<file path="src/include/rtc_pkg.sv">
/*
 Shared constants for the calendar clock: register map, field layouts,
 reset values, BCD limits, square-wave taps, timing and target states.
 Assumes the 250 MHz system clock and a 32.768 kHz oscillator input.
*/
package rtc_pkg;
  // ==========================================================
  // Register map
  localparam logic [7:0] ADDR_CTRL_ONE = 8'h00;
  localparam logic [7:0] ADDR_ALARM_CTRL = 8'h01;
  localparam logic [7:0] ADDR_SECONDS = 8'h02;
  localparam logic [7:0] ADDR_MINUTES = 8'h03;
  localparam logic [7:0] ADDR_HOURS = 8'h04;
  localparam logic [7:0] ADDR_DAY = 8'h05;
  localparam logic [7:0] ADDR_WEEKDAY = 8'h06;
  localparam logic [7:0] ADDR_MONTH = 8'h07;
  localparam logic [7:0] ADDR_YEAR = 8'h08;
  localparam logic [7:0] ADDR_ALARM_MIN = 8'h09;
  localparam logic [7:0] ADDR_ALARM_HOUR = 8'h0a;
  localparam logic [7:0] ADDR_ALARM_DAY = 8'h0b;
  localparam logic [7:0] ADDR_ALARM_WDAY = 8'h0c;
  localparam logic [7:0] ADDR_WAVE_CTRL = 8'h0d;
  localparam logic [7:0] ADDR_LAST = 8'h0f;

  // ==========================================================
  // Field positions and reset values
  localparam int FLAG_BIT = 3;
  localparam int IRQ_EN_BIT = 1;
  localparam int FAIL_BIT = 7;
  localparam int FIELD_OFF_BIT = 7;
  localparam int WAVE_EN_BIT = 7;
  localparam int FSEL_LSB = 0;
  localparam int FSEL_MSB = 1;
  localparam logic WAVE_EN_RST = 1'b1;
  localparam logic FAIL_RST = 1'b1;
  localparam logic [7:0] ALARM_RST = 8'h80;
  localparam logic [1:0] FSEL_32K = 2'b00;
  localparam logic [1:0] FSEL_1K = 2'b01;
  localparam logic [1:0] FSEL_32HZ = 2'b10;
  localparam logic [1:0] FSEL_1HZ = 2'b11;

  // ==========================================================
  // Time fields: index 0 seconds up to 6 years
  localparam int TIME_FIELDS = 7;
  localparam int IX_SEC = 0;
  localparam int IX_MIN = 1;
  localparam int IX_HOUR = 2;
  localparam int IX_DAY = 3;
  localparam int IX_WDAY = 4;
  localparam int IX_MONTH = 5;
  localparam int IX_YEAR = 6;
  localparam logic [6:0][7:0] TIME_MASK = {8'hff, 8'h1f, 8'h07, 8'h3f, 8'h3f, 8'h7f, 8'h7f};
  localparam logic [6:0][7:0] TIME_LIMIT = {8'h99, 8'h12, 8'h06, 8'h31, 8'h23, 8'h59, 8'h59};
  localparam logic [6:0][7:0] TIME_START = {8'h00, 8'h01, 8'h00, 8'h01, 8'h00, 8'h00, 8'h00};
  localparam logic [7:0] MONTH_FEB = 8'h02;
  localparam logic [7:0] MONTH_APR = 8'h04;
  localparam logic [7:0] MONTH_JUN = 8'h06;
  localparam logic [7:0] MONTH_SEP = 8'h09;
  localparam logic [7:0] MONTH_NOV = 8'h11;
  localparam logic [7:0] DAYS_28 = 8'h28;
  localparam logic [7:0] DAYS_29 = 8'h29;
  localparam logic [7:0] DAYS_30 = 8'h30;
  localparam logic [7:0] DAYS_31 = 8'h31;
  localparam logic [3:0] BCD_NINE = 4'h9;

  // Alarm fields: minute, hour, day, weekday and the time field each watches
  localparam int ALARM_FIELDS = 4;
  localparam logic [3:0][7:0] ALARM_MASK = {8'h87, 8'hbf, 8'hbf, 8'hff};
  localparam logic [3:0][2:0] ALARM_SRC = {3'd4, 3'd3, 3'd2, 3'd1};

  // ==========================================================
  // Oscillator division and timing
  localparam int PRESC_W = 15;
  localparam int TAP_1K = 4;
  localparam int TAP_32HZ = 9;
  localparam int CLK_PERIOD_NS = 4;
  localparam int OSC_STALL_US = 100;
  localparam int OSC_STALL_CYC_DEF = (OSC_STALL_US * 1000) / CLK_PERIOD_NS;

  // ==========================================================
  // Serial target
  localparam logic [3:0] BYTE_BITS = 4'd8;
  localparam logic [3:0] LAST_BIT = 4'd7;
  typedef enum logic [6:0] {
    T_IDLE = 7'b0000001,
    T_DEV  = 7'b0000010,
    T_REG  = 7'b0000100,
    T_WDAT = 7'b0001000,
    T_ACK  = 7'b0010000,
    T_RDAT = 7'b0100000,
    T_RACK = 7'b1000000
  } tgt_state_e;
endpackage

</file>
<file path="src/rtc_calendar_alarm_sqw.sv">
/*
 Calendar clock top: BCD time and date, one alarm with interrupt pin,
 oscillator stall flag and square-wave pin, reached over a two-wire
 serial target. Pins arrive asynchronously and are synchronised here.
*/
`timescale 1ns/1ps
`default_nettype none
// Contract
// - Two-digit years divisible by four are leap
// - Time and date BCD registers at 02-08
// - Oscillator stall sets fail flag, seconds bit 7
// - Word address is a full byte
// - No answer to word addresses above 0f
// - Alarm field compared only while enable bit clear
// - Alarm match raises interrupt to host
// - Any combination of one or more alarm fields may match
// - Alarm flag lives in bit 3, register 01
// - Alarm interrupt enable bit 1, resets off
// - Square-wave enable is bit 7 of 0d
// - Four square-wave rates chosen by two bits
// - Weekday bits 2-0 of 06, counts 0-6
// - Select codes 00 fastest through 11 slowest
// - Enable clear releases pin; default enabled
// - Writing 0 clears alarm flag, 1 keeps
module rtc_calendar_alarm_sqw import rtc_pkg::*; #(
  parameter logic [6:0] DEV_ADDR = 7'h51,
  parameter int OSC_STALL_CYC = OSC_STALL_CYC_DEF
) (
  // Clock and reset
  input wire logic mclk,
  input wire logic rst_n,
  // Oscillator
  input wire logic osc_clk_in,
  // Serial bus
  input wire logic scl_in,
  input wire logic sda_in,
  output logic sda_out,
  output logic sda_oe,
  // Interrupt pin, open drain
  output logic irq_n_out,
  output logic irq_oe,
  // Square-wave pin, open drain
  output logic square_wave_out,
  output logic square_wave_oe
);
  localparam int STALL_W = $clog2(OSC_STALL_CYC + 1);

  // ==========================================================
  // Reset release and pin synchronisers
  logic [1:0] rst_sync_q;
  logic rst_n_s;
  logic [2:0] pin_meta_q, pin_sync_q;
  logic osc_s, scl_s, sda_s;

  always_ff @(posedge mclk or negedge rst_n) begin
    if (!rst_n) rst_sync_q <= 2'b00;
    else rst_sync_q <= {rst_sync_q[0], 1'b1};
  end
  assign rst_n_s = rst_sync_q[1];

  always_ff @(posedge mclk or negedge rst_n_s) begin
    if (!rst_n_s) begin
      pin_meta_q <= 3'b111;
      pin_sync_q <= 3'b111;
    end else begin
      pin_meta_q <= {osc_clk_in, scl_in, sda_in};
      pin_sync_q <= pin_meta_q;
    end
  end
  assign osc_s = pin_sync_q[2];
  assign scl_s = pin_sync_q[1];
  assign sda_s = pin_sync_q[0];

  // ==========================================================
  // Serial target
  logic wr_stb;
  logic [3:0] wr_addr, rd_addr;
  logic [7:0] wr_data, rd_data, wr_sel, rd_sel;

  i2c_target_engine #(.DEV_ADDR(DEV_ADDR)) u_target (
    .clk(mclk),
    .rst_n(rst_n_s),
    .scl(scl_s),
    .sda(sda_s),
    .sda_oe(sda_oe),
    .wr_stb(wr_stb),
    .wr_addr(wr_addr),
    .wr_data(wr_data),
    .rd_addr(rd_addr),
    .rd_data(rd_data)
  );
  // Open drain: only ever pulls low
  assign sda_out = 1'b0;
  assign wr_sel = {4'h0, wr_addr};
  assign rd_sel = {4'h0, rd_addr};

  // ==========================================================
  // Oscillator divider and stall watch
  logic osc_prev_q, osc_rise, sec_tick, stall_hit, osc_fail_flag_q;
  logic [PRESC_W-1:0] presc_q;
  logic [STALL_W-1:0] stall_q;
  logic [TIME_FIELDS-1:0] wr_hit, carry, wrap;

  // Resets to the synchroniser's level, so no false edge follows reset
  always_ff @(posedge mclk or negedge rst_n_s) begin
    if (!rst_n_s) osc_prev_q <= 1'b1;
    else osc_prev_q <= osc_s;
  end
  assign osc_rise = osc_s & ~osc_prev_q;
  assign sec_tick = osc_rise & (&presc_q);

  // Writing seconds restarts the second so the new value lasts a full second
  always_ff @(posedge mclk or negedge rst_n_s) begin
    if (!rst_n_s) presc_q <= '0;
    else if (wr_hit[IX_SEC]) presc_q <= '0;
    else if (osc_rise) presc_q <= presc_q + 1'b1;
  end

  // No oscillator edge for the stall time means the crystal stopped
  assign stall_hit = (stall_q == STALL_W'(OSC_STALL_CYC - 1));
  always_ff @(posedge mclk or negedge rst_n_s) begin
    if (!rst_n_s) stall_q <= '0;
    else if (osc_s != osc_prev_q) stall_q <= '0;
    else if (!stall_hit) stall_q <= stall_q + 1'b1;
  end

  // Set wins over a host clear in the same cycle
  always_ff @(posedge mclk or negedge rst_n_s) begin
    if (!rst_n_s) osc_fail_flag_q <= FAIL_RST;
    else if (stall_hit) osc_fail_flag_q <= 1'b1;
    else if (wr_hit[IX_SEC] && !wr_data[FAIL_BIT]) osc_fail_flag_q <= 1'b0;
  end

  // ==========================================================
  // Calendar counters
  logic [7:0] time_q [TIME_FIELDS];
  logic [7:0] month_last;
  logic leap;

  function automatic logic [7:0] bcd_inc(input logic [7:0] v);
    if (v[3:0] == BCD_NINE) bcd_inc = {4'(v[7:4] + 4'h1), 4'h0};
    else bcd_inc = {v[7:4], 4'(v[3:0] + 4'h1)};
  endfunction

  // Good until 2100, which this rule wrongly calls leap
  assign leap = time_q[IX_YEAR][4] ?
    (time_q[IX_YEAR][3:0] == 4'h2 || time_q[IX_YEAR][3:0] == 4'h6) :
    (time_q[IX_YEAR][3:0] == 4'h0 || time_q[IX_YEAR][3:0] == 4'h4 ||
     time_q[IX_YEAR][3:0] == 4'h8);

  always_comb begin
    case (time_q[IX_MONTH])
      MONTH_FEB: month_last = leap ? DAYS_29 : DAYS_28;
      MONTH_APR, MONTH_JUN, MONTH_SEP, MONTH_NOV: month_last = DAYS_30;
      default: month_last = DAYS_31;
    endcase
  end

  // Weekday rolls with the day of month, in parallel
  assign carry[IX_SEC] = sec_tick;
  assign carry[IX_MIN] = carry[IX_SEC] & wrap[IX_SEC];
  assign carry[IX_HOUR] = carry[IX_MIN] & wrap[IX_MIN];
  assign carry[IX_DAY] = carry[IX_HOUR] & wrap[IX_HOUR];
  assign carry[IX_WDAY] = carry[IX_HOUR] & wrap[IX_HOUR];
  assign carry[IX_MONTH] = carry[IX_DAY] & wrap[IX_DAY];
  assign carry[IX_YEAR] = carry[IX_MONTH] & wrap[IX_MONTH];

  // A host write beats a tick in the same cycle
  for (genvar i = 0; i < TIME_FIELDS; i++) begin : g_time
    assign wr_hit[i] = wr_stb && (wr_sel == 8'(ADDR_SECONDS + i));
    assign wrap[i] = (time_q[i] == ((i == IX_DAY) ? month_last : TIME_LIMIT[i]));
    always_ff @(posedge mclk or negedge rst_n_s) begin
      if (!rst_n_s) time_q[i] <= TIME_START[i];
      else if (wr_hit[i]) time_q[i] <= wr_data & TIME_MASK[i];
      else if (carry[i]) time_q[i] <= wrap[i] ? TIME_START[i] : bcd_inc(time_q[i]);
    end
  end

  // ==========================================================
  // Alarm compare
  logic [7:0] alarm_q [ALARM_FIELDS];
  logic [ALARM_FIELDS-1:0] field_hit, field_used;
  logic alarm_match, match_q, alarm_event;

  for (genvar k = 0; k < ALARM_FIELDS; k++) begin : g_alarm
    always_ff @(posedge mclk or negedge rst_n_s) begin
      if (!rst_n_s) alarm_q[k] <= ALARM_RST;
      else if (wr_stb && wr_sel == 8'(ADDR_ALARM_MIN + k)) alarm_q[k] <= wr_data & ALARM_MASK[k];
    end
    // Each field votes on its own; a disabled field always agrees
    assign field_used[k] = ~alarm_q[k][FIELD_OFF_BIT];
    assign field_hit[k] = alarm_q[k][FIELD_OFF_BIT] |
      (alarm_q[k][6:0] == time_q[ALARM_SRC[k]][6:0]);
  end

  // At least one field must be enabled, else the alarm never fires
  assign alarm_match = (&field_hit) & (|field_used);
  assign alarm_event = alarm_match & ~match_q;
  always_ff @(posedge mclk or negedge rst_n_s) begin
    if (!rst_n_s) match_q <= 1'b0;
    else match_q <= alarm_match;
  end

  // ==========================================================
  // Alarm control and interrupt pin
  logic ctrl_wr, alarm_flag_q, alarm_irq_enable_q, irq_want, irq_oe_q;

  assign ctrl_wr = wr_stb && (wr_sel == ADDR_ALARM_CTRL);

  always_ff @(posedge mclk or negedge rst_n_s) begin
    if (!rst_n_s) alarm_flag_q <= 1'b0;
    else if (alarm_event) alarm_flag_q <= 1'b1;
    else if (ctrl_wr && !wr_data[FLAG_BIT]) alarm_flag_q <= 1'b0;
  end

  always_ff @(posedge mclk or negedge rst_n_s) begin
    if (!rst_n_s) alarm_irq_enable_q <= 1'b0;
    else if (ctrl_wr) alarm_irq_enable_q <= wr_data[IRQ_EN_BIT];
  end

  assign irq_want = alarm_flag_q & alarm_irq_enable_q;
  always_ff @(posedge mclk or negedge rst_n_s) begin
    if (!rst_n_s) irq_oe_q <= 1'b0;
    else irq_oe_q <= irq_want;
  end
  assign irq_oe = irq_oe_q;
  assign irq_n_out = 1'b0;

  // ==========================================================
  // Square-wave output
  logic square_wave_enable_q, wave, wave_oe_q;
  logic [1:0] fsel_q;

  always_ff @(posedge mclk or negedge rst_n_s) begin
    if (!rst_n_s) begin
      square_wave_enable_q <= WAVE_EN_RST;
      fsel_q <= FSEL_32K;
    end else if (wr_stb && wr_sel == ADDR_WAVE_CTRL) begin
      square_wave_enable_q <= wr_data[WAVE_EN_BIT];
      fsel_q <= wr_data[FSEL_MSB:FSEL_LSB];
    end
  end

  // Taps halve the rate per prescaler bit below the oscillator
  always_comb begin
    case (fsel_q)
      FSEL_32K: wave = osc_s;
      FSEL_1K: wave = presc_q[TAP_1K];
      FSEL_32HZ: wave = presc_q[TAP_32HZ];
      FSEL_1HZ: wave = presc_q[PRESC_W-1];
      default: wave = osc_s;
    endcase
  end

  always_ff @(posedge mclk or negedge rst_n_s) begin
    if (!rst_n_s) wave_oe_q <= 1'b0;
    else wave_oe_q <= square_wave_enable_q & ~wave;
  end
  assign square_wave_oe = wave_oe_q;
  assign square_wave_out = 1'b0;

  // ==========================================================
  // Register read mux
  always_comb begin
    rd_data = 8'h00;
    case (rd_sel)
      ADDR_ALARM_CTRL: begin
        rd_data[FLAG_BIT] = alarm_flag_q;
        rd_data[IRQ_EN_BIT] = alarm_irq_enable_q;
      end
      ADDR_SECONDS: begin
        rd_data = time_q[IX_SEC];
        rd_data[FAIL_BIT] = osc_fail_flag_q;
      end
      ADDR_MINUTES: rd_data = time_q[IX_MIN];
      ADDR_HOURS: rd_data = time_q[IX_HOUR];
      ADDR_DAY: rd_data = time_q[IX_DAY];
      ADDR_WEEKDAY: rd_data = time_q[IX_WDAY];
      ADDR_MONTH: rd_data = time_q[IX_MONTH];
      ADDR_YEAR: rd_data = time_q[IX_YEAR];
      ADDR_ALARM_MIN: rd_data = alarm_q[0];
      ADDR_ALARM_HOUR: rd_data = alarm_q[1];
      ADDR_ALARM_DAY: rd_data = alarm_q[2];
      ADDR_ALARM_WDAY: rd_data = alarm_q[3];
      ADDR_WAVE_CTRL: begin
        rd_data[WAVE_EN_BIT] = square_wave_enable_q;
        rd_data[FSEL_MSB:FSEL_LSB] = fsel_q;
      end
      default: rd_data = 8'h00;
    endcase
  end

  // ==========================================================
  // Checks
  property p_flag_set;
    @(posedge mclk) disable iff (!rst_n_s)
    alarm_event |=> alarm_flag_q;
  endproperty
  a_flag_set: assert property (p_flag_set) else $error("alarm flag not set on match");

  property p_flag_clear;
    @(posedge mclk) disable iff (!rst_n_s)
    (ctrl_wr && !wr_data[FLAG_BIT] && !alarm_event) |=> !alarm_flag_q;
  endproperty
  a_flag_clear: assert property (p_flag_clear) else $error("alarm flag not cleared");

  property p_flag_keep;
    @(posedge mclk) disable iff (!rst_n_s)
    (ctrl_wr && wr_data[FLAG_BIT] && alarm_flag_q) |=> alarm_flag_q;
  endproperty
  a_flag_keep: assert property (p_flag_keep) else $error("alarm flag lost on one write");

  property p_irq_follow;
    @(posedge mclk) disable iff (!rst_n_s)
    ##1 (irq_oe == $past(irq_want));
  endproperty
  a_irq_follow: assert property (p_irq_follow) else $error("interrupt pin wrong");

  // A host clear in the stall cycle must lose to the set
  property p_fail_stall;
    @(posedge mclk) disable iff (!rst_n_s)
    stall_hit |=> osc_fail_flag_q;
  endproperty
  a_fail_stall: assert property (p_fail_stall) else $error("stall did not set fail flag");

  property p_sec_wrap;
    @(posedge mclk) disable iff (!rst_n_s)
    (sec_tick && wrap[IX_SEC] && !wr_hit[IX_SEC] && !wr_hit[IX_MIN])
      |=> (time_q[IX_SEC] == TIME_START[IX_SEC]) && $changed(time_q[IX_MIN]);
  endproperty
  a_sec_wrap: assert property (p_sec_wrap) else $error("seconds did not carry");

  property p_leap_day;
    @(posedge mclk) disable iff (!rst_n_s)
    (carry[IX_DAY] && leap && time_q[IX_MONTH] == MONTH_FEB &&
     time_q[IX_DAY] == DAYS_28 && !wr_hit[IX_DAY]) |=> time_q[IX_DAY] == DAYS_29;
  endproperty
  a_leap_day: assert property (p_leap_day) else $error("leap day skipped");

  property p_wday_wrap;
    @(posedge mclk) disable iff (!rst_n_s)
    (carry[IX_WDAY] && time_q[IX_WDAY] == TIME_LIMIT[IX_WDAY] && !wr_hit[IX_WDAY])
      |=> time_q[IX_WDAY] == TIME_START[IX_WDAY];
  endproperty
  a_wday_wrap: assert property (p_wday_wrap) else $error("weekday did not wrap");

  property p_wave_off;
    @(posedge mclk) disable iff (!rst_n_s)
    !square_wave_enable_q |=> !square_wave_oe;
  endproperty
  a_wave_off: assert property (p_wave_off) else $error("square wave driven while off");

  property p_wave_1hz;
    @(posedge mclk) disable iff (!rst_n_s)
    (square_wave_enable_q && fsel_q == FSEL_1HZ) |=>
      (square_wave_oe == !$past(presc_q[PRESC_W-1]));
  endproperty
  a_wave_1hz: assert property (p_wave_1hz) else $error("slow square wave wrong");

  property p_alarm_none;
    @(posedge mclk) disable iff (!rst_n_s)
    (field_used == '0 && !alarm_flag_q) |=> !alarm_flag_q;
  endproperty
  a_alarm_none: assert property (p_alarm_none) else $error("alarm with no field enabled");
endmodule
`default_nettype wire

</file>
<file path="src/i2c_target_engine.sv">
/*
 Two-wire serial target: address match, register pointer, byte writes
 and sequential reads. Expects scl and sda already synchronised to clk.
*/
`timescale 1ns/1ps
`default_nettype none
module i2c_target_engine import rtc_pkg::*; #(
  parameter logic [6:0] DEV_ADDR = 7'h51
) (
  // Clock and reset
  input wire logic clk,
  input wire logic rst_n,
  // Synchronised bus lines
  input wire logic scl,
  input wire logic sda,
  output logic sda_oe,
  // Register port
  output logic wr_stb,
  output logic [3:0] wr_addr,
  output logic [7:0] wr_data,
  output logic [3:0] rd_addr,
  input wire logic [7:0] rd_data
);
  logic scl_q, sda_q, ack_q, sda_oe_q, wr_stb_q;
  logic [7:0] sh_q, wr_data_q;
  logic [3:0] cnt_q, ptr_q, wr_addr_q;
  tgt_state_e state_q, next_q;
  logic scl_rise, scl_fall, start_c, stop_c, load_c;

  assign scl_rise = scl & ~scl_q;
  assign scl_fall = ~scl & scl_q;
  assign start_c = scl & scl_q & sda_q & ~sda;
  assign stop_c = scl & scl_q & ~sda_q & sda;
  assign load_c = ((state_q == T_ACK) && (next_q == T_RDAT)) || ((state_q == T_RACK) && ack_q);
  assign sda_oe = sda_oe_q;
  assign wr_stb = wr_stb_q;
  assign wr_addr = wr_addr_q;
  assign wr_data = wr_data_q;
  assign rd_addr = ptr_q;

  always_ff @(posedge clk or negedge rst_n) begin
    if (!rst_n) begin
      scl_q <= 1'b1;
      sda_q <= 1'b1;
    end else begin
      scl_q <= scl;
      sda_q <= sda;
    end
  end

  // ==========================================================
  // Byte engine
  always_ff @(posedge clk or negedge rst_n) begin
    if (!rst_n) begin
      state_q <= T_IDLE;
      next_q <= T_IDLE;
      sh_q <= 8'h00;
      cnt_q <= 4'h0;
      ptr_q <= 4'h0;
      ack_q <= 1'b0;
      sda_oe_q <= 1'b0;
      wr_stb_q <= 1'b0;
      wr_addr_q <= 4'h0;
      wr_data_q <= 8'h00;
    end else begin
      wr_stb_q <= 1'b0;
      if (start_c) begin
        state_q <= T_DEV;
        cnt_q <= 4'h0;
        sda_oe_q <= 1'b0;
      end else if (stop_c) begin
        state_q <= T_IDLE;
        sda_oe_q <= 1'b0;
      end else if (scl_rise) begin
        case (state_q)
          T_DEV, T_REG, T_WDAT: begin
            sh_q <= {sh_q[6:0], sda};
            cnt_q <= cnt_q + 4'h1;
          end
          T_RACK: ack_q <= ~sda;
          default: ;
        endcase
      end else if (scl_fall) begin
        case (state_q)
          T_DEV: if (cnt_q == BYTE_BITS) begin
            if (sh_q[7:1] == DEV_ADDR) begin
              sda_oe_q <= 1'b1;
              state_q <= T_ACK;
              next_q <= sh_q[0] ? T_RDAT : T_REG;
            end else begin
              state_q <= T_IDLE;
            end
          end
          T_REG: if (cnt_q == BYTE_BITS) begin
            // Word address is a full byte; past the map the byte is refused
            if (sh_q <= ADDR_LAST) begin
              ptr_q <= sh_q[3:0];
              sda_oe_q <= 1'b1;
              state_q <= T_ACK;
              next_q <= T_WDAT;
            end else begin
              state_q <= T_IDLE;
            end
          end
          T_WDAT: if (cnt_q == BYTE_BITS) begin
            wr_stb_q <= 1'b1;
            wr_addr_q <= ptr_q;
            wr_data_q <= sh_q;
            ptr_q <= ptr_q + 4'h1;
            sda_oe_q <= 1'b1;
            state_q <= T_ACK;
            next_q <= T_WDAT;
          end
          T_RDAT: begin
            cnt_q <= cnt_q + 4'h1;
            if (cnt_q == LAST_BIT) begin
              sda_oe_q <= 1'b0;
              ptr_q <= ptr_q + 4'h1;
              state_q <= T_RACK;
            end else begin
              sda_oe_q <= ~sh_q[6];
              sh_q <= {sh_q[6:0], 1'b0};
            end
          end
          T_ACK, T_RACK: begin
            cnt_q <= 4'h0;
            if (load_c) begin
              sh_q <= rd_data;
              sda_oe_q <= ~rd_data[7];
              state_q <= T_RDAT;
            end else begin
              sda_oe_q <= 1'b0;
              state_q <= (state_q == T_ACK) ? next_q : T_IDLE;
            end
          end
          default: state_q <= T_IDLE;
        endcase
      end
    end
  end
endmodule
`default_nettype wire

</file>
<file path="config.mk">
export PLATFORM = sky130hd
export DESIGN_NAME = rtc_calendar_alarm_sqw
export DESIGN_NICKNAME = d
export VERILOG_FILES = /design/src/include/rtc_pkg.sv /design/src/rtc_calendar_alarm_sqw.sv /design/src/i2c_target_engine.sv
export SDC_FILE = /design/constraint.sdc
export NUM_CORES = 1
export LEC_CHECK = 0
export BUFFER_PORTS_ARGS = -buffer_cell sky130_fd_sc_hd__buf_2
export CORE_UTILIZATION = 51
export CTS_CLUSTER_SIZE = 14
export DETAILED_ROUTE_END_ITERATION = 10
export GPL_ROUTABILITY_DRIVEN = 1
export PLACE_DENSITY = 0.67
export RECOVER_POWER = 50
export SLEW_MARGIN = 10
export SYNTH_ARGS = -nofsm -noshare
export SYNTH_HDL_FRONTEND = slang
export SYNTH_SLANG_ARGS = --single-unit
export TNS_END_PERCENT = 1
</file>
<file path="constraint.sdc">
create_clock -name mclk -period 7 [get_ports mclk]
set_input_delay 1.4 -clock mclk [delete_from_list [all_inputs] [get_ports mclk]]
set_output_delay 1.4 -clock mclk [all_outputs]
set_load 0.02 [all_outputs]
</file>
# Word-level counts from Yosys, hierarchy flattened
# Cells that the tools add are included.
# W data, S select, Z words.
# word_totals
wordCells,360
regBits,177
out_inout_bits,6
# classes
magnitude_cmp,1
eq_ne,87
mux,101
add_sub_neg,18
bitwise,38
reduce_logical,71
# op_table
op,count
$mux W8,33
$mux W7,15
$eq A4 B4 Y1 const B,21
$add A4 B1 Y4 const B,16
$mux W15,4
$eq A4 B3 Y1 const B,11
$mux W4,9
$reduce_bool A3 Y1,12
$pmux W7 S5,1
$add A15 B1 Y15 const B,2
$pmux W3 S10,1
$eq A8 B3 Y1 const B,3
$ne A4 B1 Y1 const B,6
$pmux W1 S12,2
$mux W1,23
$pmux W1 S11,2
$reduce_bool A2 Y1,11
$pmux W7 S3,1
$eq A4 B2 Y1 const B,5
$and A1 B1 Y1,18
$logic_and A1 B1 Y1,17
$eq A8 B5 Y1 const B,2
$eq A8 B7 Y1 const B,2
$ne A2 B1 Y1 const B,8
52 further kinds,91

# Logic depth before layout (Yosys ltp)
# Gate-level depths: netlist of run 1.
# depth
ltp_word,11
ltp_mapped,12
mapped_depth_nobuf,9

# Cells and area by module
# From an unflattened synthesis of run 1, not the netlist that was laid out.
# hier_totals
hier_cells,1095
area_unflattened_um2,10577.6
# by_module_without_submodules
module,area_per_inst_um2,n_inst,seq_area_each_um2,cells_per_inst
rtc_calendar_alarm_sqw,8076.5,1,3271.9,871
i2c_target_engine,2501.1,1,1106.1,224

# Worst setup path before layout of run 1
# OpenSTA, ideal clock, no wires.
# synth_path
path_type,register to register
from,register time_q[12] (netlist bit)
to,register time_q[6] (netlist bit)
path_stages_with_launch,10
path_buffers,0
t_required_ps,6931
setup_ps,69
arrival_ps,2710
slack_ps,4221
path_cell_list,dfrtp_1 -> inv_1 -> ha_1 -> or3b_2 -> or4_4 -> a211oi_2 -> mux2_4 -> nand4_4 -> or4_1 -> nand3_1
# synth_via
elab_chain_len,8
word_cells_on_any_way,13
classes_between,7 x eq/ne; 1 x mux; 2 x bitwise; 3 x reduce/logical
# synth_lines
item,line,rtl
start: declaration,rtc_calendar_alarm_sqw.sv:136,logic [7:0] time_q [TIME_FIELDS];
start signal: indexed assignment,rtc_calendar_alarm_sqw.sv:173,if (!rst_n_s) time_q[i] <= TIME_START[i];
start signal: indexed assignment,rtc_calendar_alarm_sqw.sv:174,else if (wr_hit[i]) time_q[i] <= wr_data & TIME_MASK[i];
start signal: indexed assignment,rtc_calendar_alarm_sqw.sv:175,else if (carry[i]) time_q[i] <= wrap[i] ? TIME_START[i] : bcd_inc(time_q[i]);
"$eq A8 B3 Y1, or another cell as far along",rtc_calendar_alarm_sqw.sv:152,case (time_q[IX_MONTH])
$reduce_or A4 Y1,rtc_calendar_alarm_sqw.sv:152,
$pmux W5 S2,rtc_calendar_alarm_sqw.sv:152,
$eq A8 B8 Y1,rtc_calendar_alarm_sqw.sv:171,assign wrap[i] = (time_q[i] == ((i == IX_DAY) ? month_last : TIME_LIMIT[i]));
$and A1 B1 Y1,rtc_calendar_alarm_sqw.sv:165,assign carry[IX_MONTH] = carry[IX_DAY] & wrap[IX_DAY];
$and A1 B1 Y1 (*),rtc_calendar_alarm_sqw.sv:166,assign carry[IX_YEAR] = carry[IX_MONTH] & wrap[IX_MONTH];
$reduce_bool A2 Y1 (no line) (*),n/a,
$reduce_and A2 Y1 (no line) (*),n/a,
# Mark *: on every way between the ends. The rest lies on a longest branch, timed or not.
# A chain may end at the register's enable or synchronous reset.

# Final worst setup path of run 1
# layout_path
from,register pin_sync_q[2]
to,register time_q[1] (netlist bit)
# layout_via
elab_chain_len,8
# layout_lines
item,line,rtl
start: declaration,rtc_calendar_alarm_sqw.sv:52,"logic [2:0] pin_meta_q, pin_sync_q;"
start signal: assignment,rtc_calendar_alarm_sqw.sv:67,pin_sync_q <= pin_meta_q;
$and A1 B1 Y1,rtc_calendar_alarm_sqw.sv:109,assign osc_rise = osc_s & ~osc_prev_q;
$and A1 B1 Y1,rtc_calendar_alarm_sqw.sv:110,assign sec_tick = osc_rise & (&presc_q);
$and A1 B1 Y1,rtc_calendar_alarm_sqw.sv:161,assign carry[IX_MIN] = carry[IX_SEC] & wrap[IX_SEC];
$and A1 B1 Y1,rtc_calendar_alarm_sqw.sv:162,assign carry[IX_HOUR] = carry[IX_MIN] & wrap[IX_MIN];
$and A1 B1 Y1,rtc_calendar_alarm_sqw.sv:163,assign carry[IX_DAY] = carry[IX_HOUR] & wrap[IX_HOUR];
$and A1 B1 Y1,rtc_calendar_alarm_sqw.sv:165,
$and A1 B1 Y1,rtc_calendar_alarm_sqw.sv:166,
$reduce_bool A2 Y1 (no line),n/a,
# No other way between the ends.

==> qor.txt, run 1 <==
Worst vdd rail ir drop - 0.1623 mV
Final Max Slew Viols - 56
Violations in the final reports - max-capacitance violations, max-slew violations
DR iter-0 viols - 841
Yosys reg bits - 174
Routed len/inst - 19.88 um
Synthesis-to-finish area growth - 7.471%
Post-DP Area - 10,420 um2
CTS Buf Count - 17
RSZ-0062 raised after global routing - false
MaxCap Viol Count - 1
Initial antenna violation count - 0
Status - finished with violations
Synth cell types - 75
Fin Setup TNS - 0 ps
Post-synthesis mux area share - 5.921%
Port bufs - 7
Initial core utilization - 52.32%
Post-synth top flop - dfrtp_1
Pwr/cell area - 196.9 nW/um2
Finished Cell Area - 11,010 um2
Logic gate share of total power - 4.6%
Met1 WL - 12.19 mm
Die area - 20,670 um2
GPL Wtd Cong - 0.8953
Synth Instances - 1,112
CTS tree - built
Synth Cell Area - 10,250 um2
Number of flops mapped to enable cells by yosys - 0
Final Util - 56.22%
Root buf cell - clkbuf_16
Internal power - 1617 uW
Sw frac - 25.42%
H-tree levels - 4
Met3 routed WL - 2.084 mm
Post-synthesis compound-gate area fraction - 17.13%
Total GRT Usage - 27.92%
Max clock buf depth - 2
Syn avg cell area - 9.216 um2
Die Width - 143.8 um
WS Path Type - flip-flop to flip-flop
Top Layer Used - met4
Clock-pin transition on the worst setup and hold timing paths - 70 ps
Largest net degree at the start of global routing - 67
FILL cells - 1,776
Main combinational cell family by area after synthesis - simple AND/OR/NAND/NOR gates
# setup viols final - 0
Worst Path Arrival - 3560 ps
Clock Latency Late Sink - 450 ps
First-pass GRT wire length - 43.35 mm
Post-cts sizing count - 0
Top post-synthesis cells by area - dfrtp_1 (38%), dfstp_2 (4.9%), nand2_1 (4.8%)
Post-DP HPWL - 18.99 mm
P_leak - 0.004737 uW
Vias per std cell - 6.194
Core area - 19,590 um2
CP Data Required Time - 7340 ps
Skew final - 10.05 ps
Number of diodes - 0
Length of routed met2 wiring - 11.87 mm
Power share of the sequential group - 49.7%
Max FO, Critical Path - 16
DRC viols - 0
Ys Warns - 0
Fmax - 0.3102 GHz
Fraction of synthesized cell area in xor and xnor cells - 4.444%
Most area-hungry cell type in the Yosys netlist - dfrtp_1
DRT Pass-1 Iters - 5
Net Switching - 551.3 uW
GRT Residual Overflow - 0
I/O pins - 11
Rows - 51
Antenna violation net count after detailed routing - 0
CTS Hold Bufs - 0
Slew headroom - -48.21%
Final wirelength - 27.13 mm
DR vias - 8,455
Critical path launch point type - flip-flop
Clk sinks - 174
Clock period minus final worst setup slack - 3223 ps
Final nets - 1,127
Post-CTS Setup Inserts - 0
Vias in the first global route - 7,854
Post-placement cell count - 1,333
Final Hold Violating Endpoints - 0
Final Cycle Share - 46.05%
Worst hold path class - flip-flop to flip-flop
Die H - 143.8 um
Post-synth ARST share - 100.0%
Clock power share - 45.7%
Non-Filler Instances - 1,365
Register area share after synthesis - 42.72%
Crit. End Element - flip-flop
Synth Area in Simple Gates - 21.96%
Post-Synth Adder-Cell Area - 4.273%
Share of post-route cells with drive strength above 1 - 10.27%
Area share of the largest cell type after synthesis - 37.85%
Actual slew at the worst max-slew pin - 2223 ps
==> final cells by class <==
class | instances | area [um2] | share of cell area, %
Inverter | 33 | 123.9 | 1.125
Clock buffer | 18 | 429.2 | 3.896
Tap cell | 265 | 331.6 | 3.010
Multi-Input combinational cell | 851 | 5522 | 50.13
Sequential cell | 174 | 4378 | 39.75
Timing Repair Buffer | 10 | 56.30 | 0.5112
Clock inverter | 14 | 173.9 | 1.579
==> power by group through the flow <==
stage / Sequential (uW) / Combinational [uW] / Clock (uW)
finish: 1080 / 99.1 / 991
global placement: 1100 / 98.2 / 0
floorplan: 1100 / 72.0 / 0
global route: 1090 / 115 / 1040
CTS: 1080 / 100 / 1000
detailed placement: 1100 / 99.5 / 0
==> metrics by stage <==
step                setup slack (ps)  total power [uW]  hold WS (ps)
global route                    3574              2244         369.7
floorplan                       1826              1168         331.2
finish                          3777              2169         363.4
global placement                3984              1196         337.4
detailed placement              3880              1198         347.1
CTS                             3876              2183         359.0
==> final timing paths <==
kind | start | end | slack, ps | cells past startpoint
worst min register to register | pin_meta_q[2]$_DFF_PN1_ | pin_sync_q[2]$_DFF_PN1_ | 360 | 0
min in group asynchronous | rst_n | rst_sync_q[0]$_DFF_PN0_ | 730 | 1
worst max register to register | pin_sync_q[2]$_DFF_PN1_ | time_q[1]$_DFFE_PN0P_ | 3780 | 8
max in group asynchronous | rst_sync_q[1]$_DFF_PN0_ | time_q[17]$_DFFE_PN0P_ | 4220 | 1
worst min-delay path | pin_meta_q[2]$_DFF_PN1_ | pin_sync_q[2]$_DFF_PN1_ | 360 | 0
worst max-delay path | pin_sync_q[2]$_DFF_PN1_ | time_q[1]$_DFFE_PN0P_ | 3780 | 8
==> routing by layer <==
metal	track usage (%)	vias to the layer above
met3	4.998	64
met5	0	-
met2	42.03	308
li1	-	3961
met1	39.03	4122
met4	12.82	0
==> cell usage after synthesis (all sizes together), types with 6 or more instances <==
master,count
dfrtp,155
nand2,130
nor2,84
o21ai,83
nand3,50
a21oi,46
clkbuf,46
mux2,40
ha,35
inv,32
xor2,27
xnor2,25
a22oi,24
nor3,23
and2,21
nor2b,21
a22o,20
dfstp,19
nand4,15
and3,14
mux2i,13
nand2b,13
a31oi,12
or3,12
a211oi,10
buf,10
a221oi,9
nor3b,9
nor4,9
o211ai,9
nand3b,8
nor4b,7
o31ai,7
or2,6
==> worst max-delay path: stages, from the launching register on <==
cell and delay [ps]:
dfstp_1 560, ha_1 290, and4_1 280, and3_1 360
and4_1 790, and3_1 340, nand2_1 80, and3_1 180
a211o_1 210
==> cells in the final DEF (no fill, tap or decap), types with 12 or more instances in the layout <==
master | Yosys | final
nand4_1 | 14 | 14
nor2b_1 | 21 | 21
xor2_1 | 27 | 27
mux2_2 | 39 | 39
nand2b_1 | 13 | 13
mux2i_1 | 13 | 13
or3_1 | 12 | 12
a21oi_1 | 46 | 46
nand2_1 | 130 | 130
a22o_1 | 20 | 20
and3_1 | 14 | 14
clkbuf_16 | 0 | 17
nand3_1 | 50 | 50
inv_1 | 32 | 32
a22oi_1 | 24 | 24
dfrtp_1 | 155 | 155
xnor2_1 | 25 | 25
nor3_1 | 23 | 23
a31oi_1 | 12 | 12
and2_1 | 21 | 13
ha_1 | 35 | 35
nor2_1 | 83 | 83
o21ai_0 | 83 | 83
dfstp_2 | 19 | 15
==> cell families after synthesis <==
family	count (synthesis)
xor gates and xnor gates	52
AOI/OAI and AO/OA	265
buffers and inverters	89
other	2
muxes	54
adders and majority gates	35
DFF	174
and+or+nand+nor	441
==> flip-flops by register name (all words and copies together), names as in the netlist, 3 cells and up <==
register,flops
u_target.wr_addr,4
pin_meta_q,3
u_target.sh_q,8
u_target.rd_addr,4
alarm_q,26
u_target.cnt_q,4
u_target.wr_data,8
time_q,56
u_target.state_q,7
stall_q,15
pin_sync_q,3
presc_q,15
u_target.next_q,4
(Power assumes the default switching activity.)
==> inputs of run 2 (changes only) <==
==> constraint.sdc (replaced) <==
create_clock -name mclk -period 3.2 [get_ports mclk]
set_input_delay 0.64 -clock mclk [delete_from_list [all_inputs] [get_ports mclk]]
set_output_delay 0.64 -clock mclk [all_outputs]
set_load 0.02 [all_outputs]
==> qor.txt, run 2 (synthesized netlist as in run 1, its figures left out) <==
Status - finished with violations
Violations in the final reports - max-capacitance violations, max-slew violations
Number of diodes - 0 (unchanged)
Worst Path Arrival - 3350 ps (-210 ps)
WS Path Type - flip-flop to flip-flop
Clk sinks - 174 (unchanged)
Final Max Slew Viols - 40 (-29%)
Pwr/cell area - 418.2 nW/um2 (+110%)
Logic gate share of total power - 4.8% (+0.2 points)
RSZ-0062 raised after global routing - false
Largest Register - time_q
Met1 WL - 12.07 mm (-0.97%)
Core area - 19,590 um2 (unchanged)
Multi-input logic area - 5522 um2 (unchanged)
FILL cells - 1,749 (-1.5%)
Root buf cell - clkbuf_16
Critical path launch point type - flip-flop
Vias per std cell - 6.204 (+0.16%)
Post-cts sizing count - 0 (unchanged)
Actual slew at the worst max-slew pin - 1611 ps (-612.3 ps)
First-pass GRT wire length - 43.16 mm (-0.43%)
Clock-pin transition on the worst setup and hold timing paths - 70 ps (about the same)
H-tree levels - 4 (unchanged)
Max reg flops - 56 (unchanged)
CTS tree - built
Routed len/inst - 19.44 um (-2.2%)
Most frequent cells in the layout - dfrtp_1 (155), nand2_1 (130), o21ai_0 (83), nor2_1 (83), nand3_1 (50)
DR iter-0 viols - 756 (-10%)
Power, Total - 4669 uW (+120%)
Share of post-route cells with drive strength above 1 - 11.86% (+1.6 points)
I/O pins - 11 (unchanged)
Worst hold path class - input pin to flip-flop
Finished Cell Area - 11,160 um2 (+1.4%)
Worst vdd rail ir drop - 0.3699 mV (+130%)
DRT Pass-1 Iters - 6 (+1)
Sw frac - 25.68% (+0.26 points)
Initial core utilization - 52.32% (unchanged)
Port bufs - 7 (unchanged)
Clock period minus final worst setup slack - 3007 ps (-216.8 ps)
Crit. End Element - flip-flop
P_leak - 0.004851 uW (+2.4%)
Max clock buf depth - 2 (unchanged)
CTS Buf Count - 17 (unchanged)
Sequential cell area - 4378 um2 (unchanged)
CP Data Required Time - 3540 ps (-3800 ps)
Max FO, Critical Path - 7 (-9)
Vias in the first global route - 7,886 (+0.41%)
Skew final - 14.42 ps (+4.365 ps)
Initial antenna violation count - 0 (unchanged)
Top Layer Used - met4
Fmax - 0.3326 GHz (+7.2%)
Fin Setup TNS - 0 ps (unchanged)
Regs by FF count - time_q: 56 flops, alarm_q: 26 flops
Final Hold Violating Endpoints - 0 (unchanged)
Critical-path cell list - inv_1, ha_1, or3b_2, or4_4, a211oi_2, mux2_4, nand4_4, or2_1, o311ai_2
Crit-path max cell delay - 500 ps (-290 ps)
Worst Path Buf+Inv - 1 (+1)
Post-DP Area - 10,590 um2 (+1.7%)
Final nets - 1,148 (+1.9%)
Largest net degree at the start of global routing - 61 (-9.0%)
Internal power - 3470 uW (+110%)
Final Cycle Share - 93.95% (+48 points)
Die H - 143.8 um (unchanged)
Top delay family on crit path - simple AND/OR/NAND/NOR gates
Reg2reg setup slack - 190 ps (-3580 ps)
DRC viols - 0 (unchanged)
DR vias - 8,599 (+1.7%)
Post-DP HPWL - 18.99 mm (about the same)
Met3 routed WL - 1.894 mm (-9.1%)
# setup viols final - 0 (unchanged)
Slew headroom - -7.393% (+41 points)
MaxCap Viol Count - 1 (unchanged)
Die area - 20,670 um2 (unchanged)
Clock Latency Late Sink - 440 ps (about the same)
GRT Residual Overflow - 0 (unchanged)
Antenna violation net count after detailed routing - 0 (unchanged)
Die Width - 143.8 um (unchanged)
Total GRT Usage - 27.56% (-0.36 points)
Highest-delay cell along the critical path - or4_4
Rows - 51 (unchanged)
Hold_ws - 286.2 ps (-77.18 ps)
Final wirelength - 26.94 mm (-0.70%)
Clock power share - 44.7% (-1.0 points)
Net Switching - 1199 uW (+120%)
Most common cell after layout, fill and taps aside - dfrtp_1
Power share of the sequential group - 50.5% (+0.8 points)
Length of routed met2 wiring - 12.11 mm (+2.0%)
Synthesis-to-finish area growth - 8.937%
GPL Wtd Cong - 0.9742 (+8.8%)
-- run 2: cell types whose count changed in the layout (fill, tap and decap cells not counted), moves of 2 or more --
cell	before	now
clkinvlp_4	2	0
and2_0	8	1
clkinv_4	0	4
buf_4	3	20
and2_1	13	20
-- run 2: power by group through the flow --
stage               Clock [uW]  Sequential [uW]  Combinational, uW
global placement             0             2400                225
detailed placement           0             2400                231
floorplan                    0             2400                157
CTS                       2120             2360                233
global route              2200             2370                269
finish                    2090             2360                225
-- run 2: metrics by stage --
step	cells	worst slack (ps)	utilization, %
floorplan	1114	342.9	-
finish	1386	193.5	56.99
global route	1386	74.78	56.99
detailed placement	1353	204.3	54.07
global placement	1353	267.0	54.07
CTS	1386	189.7	57.09
-- run 2: timing repair --
item | in CTS | in global routing
setup buffers | 0 | 0
endpoints found under the hold margin | 2 | 0
hold buffers | 1 | 0
-- run 2: routing by layer --
metal | vias up | track usage, %
met5 | - | 0
met1 | 4176 | 38.66
li1 | 4016 | -
met4 | 0 | 11.42
met3 | 71 | 4.965
met2 | 336 | 41.90
-- run 2: worst paths after layout --
check,startpoint,depth (start not counted),to
worst max-delay path,time_q[12]$_DFFE_PN0P_,9,time_q[7]$_DFFE_PN0P_
worst min-delay path,osc_clk_in,1,pin_meta_q[2]$_DFF_PN1_
worst max register to register,time_q[12]$_DFFE_PN0P_,9,time_q[7]$_DFFE_PN0P_
worst min register to register,rst_sync_q[0]$_DFF_PN0_,0,rst_sync_q[1]$_DFF_PN0_
max in group asynchronous,rst_sync_q[1]$_DFF_PN0_,1,alarm_q[20]$_DFFE_PN0P_
min in group asynchronous,rst_n,2,rst_sync_q[0]$_DFF_PN0_
-- run 2: layout make-up --
cell class / count / area share (%)
clock buffer: 19 / 3.878
clock inverter: 13 / 1.345
inverter: 33 / 1.109
multi-input combinational: 851 / 49.46
sequential: 174 / 39.21
tap: 265 / 2.970
timing repair buffer: 31 / 2.028
==> inputs of run 3 (changes only) <==
--- a/config.mk
+++ b/config.mk
@@ -10,8 +10,10 @@
 export CTS_CLUSTER_SIZE = 14
 export DETAILED_ROUTE_END_ITERATION = 10
 export GPL_ROUTABILITY_DRIVEN = 1
+export GPL_TIMING_DRIVEN = 0
 export PLACE_DENSITY = 0.67
 export RECOVER_POWER = 50
+export SKIP_CTS_REPAIR_TIMING = 1
 export SLEW_MARGIN = 10
 export SYNTH_ARGS = -nofsm -noshare
 export SYNTH_HDL_FRONTEND = slang
==> qor.txt, run 3 (synthesized netlist as in run 1, its figures left out) <==
Status - completed
MaxCap Viol Count - 0 (-1)
Final Max Slew Viols - 0 (-100%)
Die Width - 143.8 um (unchanged)
Largest Register - time_q
WS Path Type - flip-flop to flip-flop
Most frequent cells in the layout - dfrtp_1 (154), nand2_1 (130), o21ai_0 (83), nor2_1 (83), nand3_1 (50)
Met3 routed WL - 1.642 mm (-13%)
Largest net degree at the start of global routing - 56 (-8.2%)
Finished Cell Area - 11,360 um2 (+1.7%)
Final Hold Violating Endpoints - 0 (unchanged)
Worst hold path class - input pin to flip-flop
DRC viols - 0 (unchanged)
Max clock buf depth - 2 (unchanged)
Final nets - 1,187 (+3.4%)
CTS tree - built
Final wirelength - 28.83 mm (+7.0%)
Initial core utilization - 52.32% (unchanged)
Port bufs - 7 (unchanged)
Root buf cell - clkbuf_16
Critical path launch point type - flip-flop
First-pass GRT wire length - 45.46 mm (+5.3%)
Crit. End Element - flip-flop
Number of diodes - 0 (unchanged)
Core area - 19,590 um2 (unchanged)
Antenna violation net count after detailed routing - 0 (unchanged)
DRT Pass-1 Iters - 5 (-1)
Initial antenna violation count - 0 (unchanged)
Vias in the first global route - 8,179 (+3.7%)
Max FO, Critical Path - 6 (-1)
Final Util - 57.99% (+1.0 points)
Clk sinks - 174 (unchanged)
Top Layer Used - met4
# setup viols final - 0 (unchanged)
Die area - 20,670 um2 (unchanged)
Regs by FF count - time_q: 56 flops, alarm_q: 26 flops
Rows - 51 (unchanged)
RSZ-0062 raised after global routing - true
CP Data Required Time - 3540 ps (about the same)
Pwr/cell area - 424.8 nW/um2 (+1.6%)
Synthesis-to-finish area growth - 10.84%
Hold_ws - 288.1 ps (+1.941 ps)
Worst Path Arrival - 3430 ps (+80 ps)
FILL cells - 1,746 (-0.17%)
Share of post-route cells with drive strength above 1 - 11.12% (-0.74 points)
Worst vdd rail ir drop - 0.3321 mV (-10%)
Actual slew at the worst max-slew pin - 1223 ps (-388.0 ps)
Clock Latency Late Sink - 450 ps (about the same)
Clock period minus final worst setup slack - 3086 ps (+79.61 ps)
P_leak - 0.004886 uW (+0.72%)
Length of routed met2 wiring - 13.22 mm (+9.2%)
H-tree levels - 4 (unchanged)
Vias per std cell - 6.133 (-1.1%)
CTS Buf Count - 17 (unchanged)
Skew final - 9.106 ps (-5.310 ps)
Most common cell after layout, fill and taps aside - dfrtp_1
Final setup margin - 113.9 ps (-79.61 ps)
Max reg flops - 56 (unchanged)
Slew headroom - 18.48% (+26 points)
Post-DP HPWL - 20.91 mm (+10%)
Routed len/inst - 20.23 um (+4.1%)
Final Cycle Share - 96.44% (+2.5 points)
Fmax - 0.3240 GHz (-2.6%)
Worst slack, placed - -233.1 ps (-437.4 ps)
Met1 WL - 13.10 mm (+8.5%)
GRT Residual Overflow - 0 (unchanged)
Die H - 143.8 um (unchanged)
Clock-pin transition on the worst setup and hold timing paths - 70 ps (about the same)
DR iter-0 viols - 884 (+17%)
Total GRT Usage - 29.45% (+1.9 points)
I/O pins - 11 (unchanged)
DR vias - 8,740 (+1.6%)
GPL Wtd Cong - 0.9979 (+2.4%)
Post-DP Area - 10,700 um2 (+1.0%)
-- run 3: cell types whose count changed in the layout (fill, tap and decap cells not counted), moves of 2 or more --
cell	change
buf_1	+5
buf_16	+2
buf_4	-12
bufinv_16	+2
clkbuf_1	+43
clkinv_2	+2
clkinv_4	-4
-- run 3: worst paths after layout --
check	startpoint	to	slack, ps	depth (start not counted)
max	time_q[12]$_DFFE_PN0P_	time_q[7]$_DFFE_PN0P_	110	9
min	scl_in	pin_meta_q[1]$_DFF_PN1_	290	1
max reg2reg	time_q[12]$_DFFE_PN0P_	time_q[7]$_DFFE_PN0P_	110	9
min reg2reg	pin_meta_q[0]$_DFF_PN1_	pin_sync_q[0]$_DFF_PN1_	360	0
max in group asynchronous	rst_sync_q[1]$_DFF_PN0_	alarm_q[15]$_DFFE_PN1P_	880	2
min in group asynchronous	rst_sync_q[1]$_DFF_PN0_	u_target.cnt_q[1]$_DFFE_PN0P_	520	0
-- run 3: critical path: stages (launching register included) --
cell and delay [ps]:
dfrtp_2 460, inv_1 110, ha_1 200, or3b_2 510
or4_4 510, a211oi_2 260, mux2_4 230, nand4_4 140
or2_1 310, o311ai_2 260
-- run 3: final cells by class --
class | instances | area (um2) | area share, %
multi-input cells | 851 | 5544 | 48.81
flip-flops and latches | 174 | 4379 | 38.55
clock buffers | 19 | 442.9 | 3.899
well taps | 265 | 331.6 | 2.919
plain buffers | 55 | 230.2 | 2.027
clock inverters | 13 | 173.9 | 1.531
repair buffers | 15 | 133.9 | 1.179
inverters | 33 | 123.9 | 1.090
-- run 3: stage by stage --
step	total power [uW]	instances	TNS, ps
detailed placement	2636	1389	-1611
global route	4993	1425	-5.136
floorplan	2556	1114	0
finish	4826	1425	0
global placement	2613	1386	-113850
CTS	4860	1421	-2423
-- run 3: routing by layer --
metal / track usage [%] / vias to the layer above
met4: 11.53 / 0
met1: 40.67 / 4306
met5: 0 / -
li1: - / 4087
met3: 4.732 / 65
met2: 46.27 / 282
-- run 3: power breakdown --
part           leakage, uW  internal, uW  total (uW)  switching [uW]
Combinational      0.00225          96.8         238             142
Clock             0.000303          1270        2240             966
Sequential         0.00233          2270        2350            80.8
